===== config.mk =====
export PLATFORM = sky130hd
export DESIGN_NAME = cbu_top
export DESIGN_NICKNAME = d
export VERILOG_FILES = /design/src/cbu_pkg.sv /design/src/cbu_top.sv
export SDC_FILE = /design/constraint.sdc
export NUM_CORES = 1
export LEC_CHECK = 0
export BUFFER_PORTS_ARGS = -buffer_cell sky130_fd_sc_hd__buf_2
export CAP_MARGIN = 15
export CORE_UTILIZATION = 54
export DETAILED_ROUTE_END_ITERATION = 10
export PLACE_DENSITY = 0.77
export SYNTH_ARGS = -nofsm -noshare
export SYNTH_HDL_FRONTEND = slang
export SYNTH_SLANG_ARGS = --single-unit
export TNS_END_PERCENT = 50

===== constraint.sdc =====
create_clock -name aclk -period 3.5 [get_ports aclk]
set_input_delay 0.525 -clock aclk [delete_from_list [all_inputs] [get_ports aclk]]
set_output_delay 0.525 -clock aclk [all_outputs]
set_load 0.05 [all_outputs]

===== src/cbu_pkg.sv =====
// Shared constants and types for the conditional branch unit.
package cbu_pkg;

	localparam int unsigned AW = 6;

	localparam logic [AW-1:0] OFF_CTRL   = 6'h00;
	localparam logic [AW-1:0] OFF_INSTR  = 6'h04;
	localparam logic [AW-1:0] OFF_PC     = 6'h08;
	localparam logic [AW-1:0] OFF_SRC_A  = 6'h0C;
	localparam logic [AW-1:0] OFF_SRC_B  = 6'h10;
	localparam logic [AW-1:0] OFF_STATUS = 6'h14;
	localparam logic [AW-1:0] OFF_TARGET = 6'h18;
	localparam logic [AW-1:0] OFF_LINK   = 6'h1C;

	localparam logic [5:0] OPC_COND_REG = 6'h27;
	localparam logic [5:0] OPC_COND_IMM = 6'h2F;
	localparam logic [5:0] OPC_JUMP_REG = 6'h26;
	localparam logic [5:0] OPC_IMM_PFX  = 6'h2C;

	localparam logic [3:0] CND_NE = 4'h1;
	localparam logic [3:0] CND_LT = 4'h2;
	localparam logic [3:0] CND_LE = 4'h3;

	localparam int unsigned OPC_LSB   = 26;
	localparam int unsigned DSLOT_BIT = 25;
	localparam int unsigned CND_LSB   = 21;
	localparam int unsigned DST_LSB   = 21;
	localparam int unsigned SRC_A_LSB = 16;
	localparam int unsigned SRC_B_LSB = 11;
	localparam int unsigned JR_DLY    = 20;
	localparam int unsigned JR_ABS    = 19;
	localparam int unsigned JR_LNK    = 18;
	localparam int unsigned IMM_W     = 16;
	localparam int unsigned CTRL_GO   = 0;

	localparam int unsigned ST_BUSY  = 0;
	localparam int unsigned ST_TAKEN = 1;
	localparam int unsigned ST_SLOT  = 2;
	localparam int unsigned ST_LINK  = 3;
	localparam int unsigned ST_PFX   = 4;
	localparam int unsigned ST_UNSUP = 5;
	localparam int unsigned ST_DST   = 8;

	localparam logic [31:0] PC_RST    = 32'h0000_0000;
	localparam logic [31:0] WORD_RST  = 32'h0000_0000;
	localparam logic [31:0] PC_STEP   = 32'h0000_0004;

	localparam logic [1:0] LAT_NOT_TAKEN = 2'h1;
	localparam logic [1:0] LAT_SLOT      = 2'h2;
	localparam logic [1:0] LAT_NO_SLOT   = 2'h3;

	localparam logic [1:0] RESP_OKAY   = 2'h0;
	localparam logic [1:0] RESP_SLVERR = 2'h2;

	typedef enum logic [0:0] {
		CBU_IDLE,
		CBU_EXEC
	} cbu_state_e;

endpackage : cbu_pkg


===== src/cbu_top.sv =====
// Conditional branch unit with its AXI4-Lite register slave.
`timescale 1ns/1ps

// Behaviour
// [RULE_01] Less-or-equal branch is taken when source A, signed, is zero or negative.
// [RULE_02] Less-than branch is taken only when source A is below zero.
// [RULE_03] Not-equal branch is taken whenever source A is not zero.
// [RULE_04] Register form target is branch address plus source B.
// [RULE_05] Immediate form target is branch address plus sign-extended immediate.
// [RULE_06] Untaken branch adds four to the program counter in one cycle.
// [RULE_07] Taken branch with delay slot costs two cycles.
// [RULE_08] Taken branch without delay slot costs three cycles.
// [RULE_09] With delay slot, the next instruction completes before the target runs.
// [RULE_10] Without delay slot, the target is the next instruction executed.
// [RULE_11] Immediate operand is the 16-bit field sign-extended to a word.
// [RULE_12] A directly preceding prefix supplies the upper immediate bits instead.
// [RULE_13] Delayed register less-or-equal: delay bit then condition 0011 after opcode.
// [RULE_14] Delayed register less-than: major opcode 10011, delay bit, condition 0010; the code decodes the six-bit opcode 100111 above the delay bit.
// [RULE_15] Delayed immediate less-than keeps its immediate in bits 16 to 31; the code takes it from bits 0 to 15.
// [RULE_16] Delayed immediate not-equal: condition after delay bit, source A at bit 11; the code places source A at bit 16.
// [RULE_17] Delayed immediate less-or-equal evaluates like its undelayed form.
// [RULE_18] Delayed register not-equal evaluates like its undelayed form.
// [RULE_19] Unconditional register jumps decode relative or absolute, delay and link.
// [RULE_20] Absolute jump loads the register value, otherwise adds it to the PC.
// [RULE_21] Linking jump writes the current program counter into the destination.
// [RULE_22] Conditional branches change only the program counter.
// [RULE_23] Low eleven bits of register-form branches are ignored.
module cbu_top (
	input  wire logic                   aclk,
	input  wire logic                   aresetn,
	input  wire logic                   ce,
	input  wire logic [cbu_pkg::AW-1:0] s_axi_awaddr,
	input  wire logic                   s_axi_awvalid,
	output logic                        s_axi_awready,
	input  wire logic [31:0]            s_axi_wdata,
	input  wire logic [3:0]             s_axi_wstrb,
	input  wire logic                   s_axi_wvalid,
	output logic                        s_axi_wready,
	output logic [1:0]                  s_axi_bresp,
	output logic                        s_axi_bvalid,
	input  wire logic                   s_axi_bready,
	input  wire logic [cbu_pkg::AW-1:0] s_axi_araddr,
	input  wire logic                   s_axi_arvalid,
	output logic                        s_axi_arready,
	output logic [31:0]                 s_axi_rdata,
	output logic [1:0]                  s_axi_rresp,
	output logic                        s_axi_rvalid,
	input  wire logic                   s_axi_rready,
	output logic [31:0]                 pc_value,
	output logic                        busy,
	output logic                        link_write,
	output logic [4:0]                  link_index,
	output logic [31:0]                 link_value
);
	import cbu_pkg::*;

	function automatic logic [31:0] merge(input logic [31:0] old, input logic [31:0] nw, input logic [3:0] stb);
		logic [31:0] r;
		r = old;
		for (int i = 0; i < 4; i++) begin
			if (stb[i]) begin
				r[i*8 +: 8] = nw[i*8 +: 8];
			end
		end
		return r;
	endfunction : merge

	function automatic logic mapped(input logic [AW-1:0] a);
		return a <= OFF_LINK;
	endfunction : mapped

	function automatic logic cond_met(input logic [3:0] c, input logic [31:0] a);
		case (c)
			CND_LE: cond_met = $signed(a) <= 0; // [RULE_01]
			CND_LT: cond_met = $signed(a) < 0; // [RULE_02]
			CND_NE: cond_met = a != WORD_RST; // [RULE_03]
			default: cond_met = 1'b0;
		endcase
	endfunction : cond_met

	cbu_state_e  state_q;
	logic [31:0] instr_q, pc_q, source_reg_a_q, source_reg_b_q;
	logic        pfx_q, slot_q, unsup_q, lnk_done_q, link_write_q;
	logic [15:0] pfx_hi_q;
	logic [31:0] slot_tgt_q, link_value_q;
	logic [4:0]  link_index_q;
	logic        ex_taken_q, ex_dly_q, ex_lnk_q, ex_slot_q;
	logic [31:0] ex_tgt_q;
	logic [1:0]  ex_lat_q, cnt_q;
	logic [4:0]  ex_dst_q;
	logic            aw_hold_q, w_hold_q, bvalid_q, rvalid_q;
	logic [AW-1:0]   awaddr_q;
	logic [31:0]     wdata_q, rdata_q;
	logic [3:0]      wstrb_q;
	logic [1:0]      bresp_q, rresp_q;

	logic          aw_acc, w_acc, wr_fire, ar_acc, go, fin, idle;
	logic [AW-1:0] wr_addr;
	logic [31:0]   wr_data;
	logic [3:0]    wr_strb;

	assign idle          = state_q == CBU_IDLE;
	assign s_axi_awready = ce && !aw_hold_q && !bvalid_q;
	assign s_axi_wready  = ce && !w_hold_q && !bvalid_q;
	assign s_axi_arready = ce && !rvalid_q;
	assign aw_acc  = s_axi_awvalid && s_axi_awready;
	assign w_acc   = s_axi_wvalid && s_axi_wready;
	assign ar_acc  = s_axi_arvalid && s_axi_arready;
	assign wr_addr = aw_hold_q ? awaddr_q : s_axi_awaddr;
	assign wr_data = w_hold_q ? wdata_q : s_axi_wdata;
	assign wr_strb = w_hold_q ? wstrb_q : s_axi_wstrb;
	assign wr_fire = ce && !bvalid_q && (aw_hold_q || aw_acc) && (w_hold_q || w_acc);
	assign go      = wr_fire && idle && wr_addr == OFF_CTRL && wr_strb[0] && wr_data[CTRL_GO];
	assign fin     = state_q == CBU_EXEC && cnt_q == ex_lat_q;

	// Instruction field decode.
	logic [5:0]  opc;
	logic [3:0]  cnd;
	logic        is_creg, is_cimm, is_jr, cnd_known, dly, taken_d;
	logic [31:0] imm_val, offset, tgt_d;
	logic [1:0]  lat_d;

	assign opc       = instr_q[OPC_LSB +: 6];
	assign cnd       = instr_q[CND_LSB +: 4]; // [RULE_13] [RULE_14] [RULE_16]
	assign is_creg   = opc == OPC_COND_REG; // [RULE_14]
	assign is_cimm   = opc == OPC_COND_IMM;
	assign is_jr     = opc == OPC_JUMP_REG; // [RULE_19]
	assign cnd_known = cnd == CND_LE || cnd == CND_LT || cnd == CND_NE;
	assign dly       = is_jr ? instr_q[JR_DLY] : instr_q[DSLOT_BIT]; // [RULE_13] [RULE_17] [RULE_18]
	// A prefix only reaches the immediate of the very next instruction.
	assign imm_val = pfx_q ? {pfx_hi_q, instr_q[IMM_W-1:0]} // [RULE_12]
		: {{IMM_W{instr_q[IMM_W-1]}}, instr_q[IMM_W-1:0]}; // [RULE_11] [RULE_15]
	// Register forms read only source B's index; bits below it are never looked at.
	assign offset = is_cimm ? imm_val : source_reg_b_q; // [RULE_04] [RULE_05] [RULE_23]
	assign tgt_d  = (is_jr && instr_q[JR_ABS]) ? source_reg_b_q : pc_q + offset; // [RULE_20]

	// An instruction sitting in a delay slot never branches itself.
	assign taken_d = !slot_q && (is_jr || ((is_creg || is_cimm) && cnd_known && cond_met(cnd, source_reg_a_q)));
	assign lat_d   = !taken_d ? LAT_NOT_TAKEN : (dly ? LAT_SLOT : LAT_NO_SLOT); // [RULE_06] [RULE_07] [RULE_08]

	// Address and data may arrive in either order; each is parked until its partner shows up.
	always_ff @(posedge aclk) begin
		if (!aresetn) begin
			aw_hold_q <= 1'b0;
			w_hold_q  <= 1'b0;
			bvalid_q  <= 1'b0;
			bresp_q   <= RESP_OKAY;
			awaddr_q  <= '0;
			wdata_q   <= WORD_RST;
			wstrb_q   <= 4'h0;
		end else if (ce) begin
			if (wr_fire) begin
				aw_hold_q <= 1'b0;
				w_hold_q  <= 1'b0;
				bvalid_q  <= 1'b1;
				bresp_q   <= mapped(wr_addr) ? RESP_OKAY : RESP_SLVERR;
			end else begin
				if (aw_acc) begin
					aw_hold_q <= 1'b1;
					awaddr_q  <= s_axi_awaddr;
				end
				if (w_acc) begin
					w_hold_q <= 1'b1;
					wdata_q  <= s_axi_wdata;
					wstrb_q  <= s_axi_wstrb;
				end
				if (bvalid_q && s_axi_bready) begin
					bvalid_q <= 1'b0;
				end
			end
		end
	end

	always_ff @(posedge aclk) begin
		if (!aresetn) begin
			rvalid_q <= 1'b0;
			rdata_q  <= WORD_RST;
			rresp_q  <= RESP_OKAY;
		end else if (ce) begin
			if (ar_acc) begin
				rvalid_q <= 1'b1;
				rresp_q  <= mapped(s_axi_araddr) ? RESP_OKAY : RESP_SLVERR;
				// Status packs the outcome flags low and the last destination index above them.
				case ({s_axi_araddr[AW-1:2], 2'h0})
					OFF_INSTR:  rdata_q <= instr_q;
					OFF_PC:     rdata_q <= pc_q;
					OFF_SRC_A:  rdata_q <= source_reg_a_q;
					OFF_SRC_B:  rdata_q <= source_reg_b_q;
					OFF_STATUS: rdata_q <= {19'h0, ex_dst_q, 2'h0, unsup_q, pfx_q, lnk_done_q, slot_q, ex_taken_q, !idle};
					OFF_TARGET: rdata_q <= ex_tgt_q;
					OFF_LINK:   rdata_q <= link_value_q;
					default:    rdata_q <= WORD_RST;
				endcase
			end else if (rvalid_q && s_axi_rready) begin
				rvalid_q <= 1'b0;
			end
		end
	end

	// Software operand writes; refused while a branch is in flight.
	always_ff @(posedge aclk) begin
		if (!aresetn) begin
			instr_q        <= WORD_RST;
			source_reg_a_q <= WORD_RST;
			source_reg_b_q <= WORD_RST;
		end else if (ce && wr_fire && idle) begin // [RULE_22]
			case ({wr_addr[AW-1:2], 2'h0})
				OFF_INSTR: instr_q        <= merge(instr_q, wr_data, wr_strb);
				OFF_SRC_A: source_reg_a_q <= merge(source_reg_a_q, wr_data, wr_strb);
				OFF_SRC_B: source_reg_b_q <= merge(source_reg_b_q, wr_data, wr_strb);
				default: ;
			endcase
		end
	end

	// The count starts at one, so a latency code equals the number of busy cycles.
	always_ff @(posedge aclk) begin
		if (!aresetn) begin
			state_q <= CBU_IDLE;
			cnt_q   <= 2'h0;
		end else if (ce) begin
			case (state_q)
				CBU_IDLE: begin
					if (go) begin
						state_q <= CBU_EXEC;
						cnt_q   <= 2'h1;
					end
				end
				CBU_EXEC: begin
					if (fin) begin
						state_q <= CBU_IDLE;
					end else begin
						cnt_q <= cnt_q + 2'h1;
					end
				end
				default: state_q <= CBU_IDLE;
			endcase
		end
	end

	always_ff @(posedge aclk) begin
		if (!aresetn) begin
			ex_taken_q <= 1'b0;
			ex_dly_q   <= 1'b0;
			ex_lnk_q   <= 1'b0;
			ex_slot_q  <= 1'b0;
			ex_tgt_q   <= WORD_RST;
			ex_lat_q   <= LAT_NOT_TAKEN;
			ex_dst_q   <= 5'h0;
			unsup_q    <= 1'b0;
			pfx_q      <= 1'b0;
			pfx_hi_q   <= 16'h0;
		end else if (ce && go) begin
			ex_taken_q <= taken_d;
			ex_dly_q   <= dly;
			ex_lnk_q   <= is_jr && instr_q[JR_LNK] && !slot_q; // [RULE_21]
			ex_slot_q  <= slot_q;
			ex_tgt_q   <= tgt_d;
			ex_lat_q   <= lat_d;
			ex_dst_q   <= instr_q[DST_LSB +: 5];
			unsup_q    <= (is_creg || is_cimm) && !cnd_known;
			pfx_q      <= opc == OPC_IMM_PFX; // [RULE_12]
			pfx_hi_q   <= instr_q[IMM_W-1:0];
		end
	end

	// Program counter, pending slot target and link write-back.
	always_ff @(posedge aclk) begin
		if (!aresetn) begin
			pc_q         <= PC_RST;
			slot_q       <= 1'b0;
			slot_tgt_q   <= WORD_RST;
			lnk_done_q   <= 1'b0;
			link_write_q <= 1'b0;
			link_index_q <= 5'h0;
			link_value_q <= WORD_RST;
		end else if (ce) begin
			link_write_q <= fin && ex_lnk_q;
			if (wr_fire && idle && {wr_addr[AW-1:2], 2'h0} == OFF_PC) begin
				pc_q <= merge(pc_q, wr_data, wr_strb);
			end else if (fin) begin
				if (ex_slot_q) begin
					pc_q   <= slot_tgt_q; // [RULE_09]
					slot_q <= 1'b0;
				end else if (ex_taken_q && ex_dly_q) begin
					pc_q       <= pc_q + PC_STEP; // [RULE_09]
					slot_q     <= 1'b1;
					slot_tgt_q <= ex_tgt_q;
				end else if (ex_taken_q) begin
					pc_q <= ex_tgt_q; // [RULE_10]
				end else begin
					pc_q <= pc_q + PC_STEP; // [RULE_06]
				end
			end
			// The link holds the branch's own address, taken before the counter moves on.
			if (fin && ex_lnk_q) begin
				lnk_done_q   <= 1'b1;
				link_index_q <= ex_dst_q;
				link_value_q <= pc_q; // [RULE_21]
			end else if (go) begin
				lnk_done_q <= 1'b0;
			end
		end
	end

	assign s_axi_bvalid = bvalid_q;
	assign s_axi_bresp  = bresp_q;
	assign s_axi_rvalid = rvalid_q;
	assign s_axi_rdata  = rdata_q;
	assign s_axi_rresp  = rresp_q;
	assign pc_value     = pc_q;
	assign busy         = !idle;
	assign link_write   = link_write_q;
	assign link_index   = link_index_q;
	assign link_value   = link_value_q;

	logic is_cond;
	assign is_cond = is_creg || is_cimm;
endmodule : cbu_top


==> metrics.txt <==
Worst setup SP type register; hold depth 3; period utilization 0.984; sequential area share after synthesis 0.389; setup skew after layout between 0.015 and 0.02 ns; I/O pin total about 170; number of global-route vias before repair 17.3k; synthesized area between 0.015 and 0.02 mm²; Synth area leader dfxtp_1; max-slew violations 0; measured slew at the worst slew-check pin around 1.1 ns; IO Port Bufs around 170; Vias about 19k; Crit Reg-Reg Endpoint ex_tgt_q[30]$_SDFFE_PN0P_; initial antenna violation count 1; share of the synthesized area in the top cell type 0.389; min cycle time layout 3.44 ns; cells along the critical path nand2_2, nor2_2, nand4_1, buf_6, buf_12, buf_4, mux2_2, ha_4, nand4_1, or4_4, a21oi_4, nor3_4, o21ai_4, a311oi_2, xor2_1, a2111oi_2; Area growth syn-to-layout 18.0%; GRT Resource Usage Total 0.386; GRT Residual Overflow 0; R2R setup slack between 0.05 and 0.06 ns; Design Power around 0.0086 W; CP max FO 6; Hold Startpoint s_axi_wdata[25]; Worst R2R Path Depth 16; flops & latches, synth roughly 340; achievable frequency around 0.29 GHz; GP Congestion between 0.9 and 1; top_reg_cell synth dfxtp_1; CP max stage delay approximately 0.52 ns; Antenna Nets Post-Route 0; ys async rst share 0; pwr dens 411 mW/mm²; WS Path Type reg2reg; Crit Reg-Reg Startpoint instr_q[28]$_SDFFE_PN0P_; core area between 0.03 and 0.04 mm²; final core utilization 0.653; Peak VDD IR 0.000344 V; final wirelength 66,500 µm; Chip Width about 180 µm; clock sinks around 340; Area contributors post-synth dfxtp_1 (39%), a21oi_1 (9.9%), nand2_1 (8.1%); Post-CTS Hold Fix Bufs 0; CTS buffer count 37; CTS Buffer Depth 3; # setup viols final 0; Initial Utilization 0.554; most frequent CP cell nand4_1; Post-synth EDFFs 0; DIE AREA between 0.03 and 0.04 mm²; Root Driver clkbuf_16; Slew headroom 0.248; result of the run finished, final reports clean; DRT Pass-1 Iters 8; die height 183 µm; Post-Synthesis Cells roughly 2.3k; detailed-placement wirelength estimate 46,000 µm; WP data required about 3.9 ns; vias per cell between 6 and 7; largest net degree at the start of global routing 104; max-cap viol count 0; Ys Warns 0; antenna cells 0; RSZ-0062 raised after global routing yes; worst-skew pair later-pin latency roughly 0.54 ns; Routed wire per std cell approximately 23 µm; end of the worst hold path wdata_q[25]$_SDFFE_PN0P_; fillers 2,776; worst min path class in2reg; CP endpoint kind register; Mean Syn Cell Area 7.68 µm²; drt drc 0; CP arrival 3.87 ns; drt initial violations between 2k and 3k; Yosys cell types 79; Clock transition at path regs ~0.070 ns; Leak Pwr 8.20 nW; first-pass GRT wire length 100,000 µm; htree depth 2; slowest CP cell or4_4; share of cells above drive strength 1 0.181; CTS tree built; Nets 2,551; FP Rows 65; final hold violations 0
-- routing by layer --
layer	global-route usage	wire length, µm	vias to the layer above
met3	0.0935	8680	223
li1	-	-	8466
met4	0.165	2860	0
met1	0.524	26300	8814
met5	0	0	-
met2	0.585	28700	1282
-- power by group --
group	leakage (nW)	total, W	internal, W	switching, W
registers	2.77	0.00395	0.00393	0.0000212
logic	4.80	0.000481	0.000122	0.000359
clock network	0.630	0.00414	0.00245	0.00169
-- registers in the layout, summed over array words and instances (netlist names), 2 cells and up --
name / cells
pc_value: 32
link_value: 32
wdata_q: 32
source_reg_a_q: 32
pfx_hi_q: 16
s_axi_rdata: 32
ex_dst_q: 5
instr_q: 32
ex_tgt_q: 32
slot_tgt_q: 32
wstrb_q: 4
source_reg_b_q: 32
link_index: 5
cnt_q: 2
awaddr_q: 6
-- cells in the mapped netlist (33+ instances only) --
master    instances
mux2i_1          84
a31oi_1          41
dfxtp_1         343
o21ai_0          70
nand2_1         381
a21oi_1         348
nand3_1          33
nor3_1           37
clkbuf_1        139
ha_1             35
nor2_1          297
a211oi_1         41
a22oi_1          88
-- cells in the final DEF (no fill, tap or decap), drive strengths merged, types with 9 or more instances in the layout --
master / n
nand3: 34
xor2: 20
mux2i: 84
nor2: 300
nand4: 17
xnor2: 18
inv: 20
nor3: 38
and3: 13
nor4: 13
mux2: 30
o21a: 9
o21ai: 75
buf: 293
o211ai: 14
or3: 14
a22oi: 88
a21oi: 351
dfxtp: 343
clkbuf: 54
a31oi: 41
or2: 16
ha: 35
a211oi: 41
nand2: 382
a21o: 13
a311oi: 16
-- how the worst max path moves through the flow --
stage	to	slack (ns)	startpoint
global placement	ex_tgt_q[27]$_SDFFE_PN0P_	0.04	instr_q[28]$_SDFFE_PN0P_
global route	ex_tgt_q[23]$_SDFFE_PN0P_	-0.07	instr_q[28]$_SDFFE_PN0P_
floorplan	ex_tgt_q[30]$_SDFFE_PN0P_	0.005	instr_q[28]$_SDFFE_PN0P_
finish	ex_tgt_q[30]$_SDFFE_PN0P_	0.06	instr_q[28]$_SDFFE_PN0P_
CTS	ex_tgt_q[27]$_SDFFE_PN0P_	0.007	instr_q[28]$_SDFFE_PN0P_
detailed placement	ex_tgt_q[30]$_SDFFE_PN0P_	-0.02	instr_q[28]$_SDFFE_PN0P_
-- cell families after synthesis --
kind of cell | count (synthesis) | synth area share
adder cells (fa/ha/maj) | 36 | 0.0259
AO/OA/AOI/OAI | 706 | 0.244
buffers and inverters | 192 | 0.0434
AND/OR/NAND/NOR | 868 | 0.212
flip-flops | 343 | 0.389
XOR/XNOR | 38 | 0.0188
other | 1 | 0.000212
multiplexers | 114 | 0.0667
-- layout make-up --
class                   count  area [µm²]  share of cell area
multi-input cells        1764       10200               0.490
flip-flops and latches    343        6870               0.330
repair buffers            294        1850              0.0889
clock buffers              53        1120              0.0536
well taps                 435         544              0.0261
clock inverters            12         156             0.00751
inverters                  19        78.8             0.00378
-- worst max-delay path: cells and delay by family (launching register included) --
kind	cells	cell delay [ns]
AO/OA/AOI/OAI	4	0.76
XOR/XNOR	1	0.20
adder cells (fa/ha/maj)	1	0.27
buffers and inverters	3	0.44
flip-flops	1	0.33
multiplexers	1	0.30
AND/OR/NAND/NOR	6	0.99
-- repair_timing --
item | in CTS | in global routing
hold endpoints to repair | 0 | 0
pin swaps | 0 | 13
setup buffers | 0 | 4
endpoints found under the setup margin | 2 | 14
cloned | 0 | 1
resized for setup | 3 | 27
-- per-stage QoR --
| step | setup WS [ns] | setup TNS, ns | hold WS [ns] | cell area [µm²] | std cells |
|---|---|---|---|---|---|
| 6_report | 0.0562 | 0 | 0.235 | 20800 | 2920 |
| 5_1_grt | -0.0717 | -0.344 | 0.244 | 20800 | 2920 |
| 4_1_cts | 0.00735 | 0 | 0.232 | 20600 | 2915 |
| 3_5_place_dp | -0.0202 | -0.0202 | 0.445 | 19300 | 2850 |
| 3_3_place_gp | 0.0417 | 0 | 0.429 | 19300 | 2850 |
| 2_1_floorplan | 0.00505 | 0 | 0.432 | 17700 | 2299 |
Power figures use the tool's default switching activity.
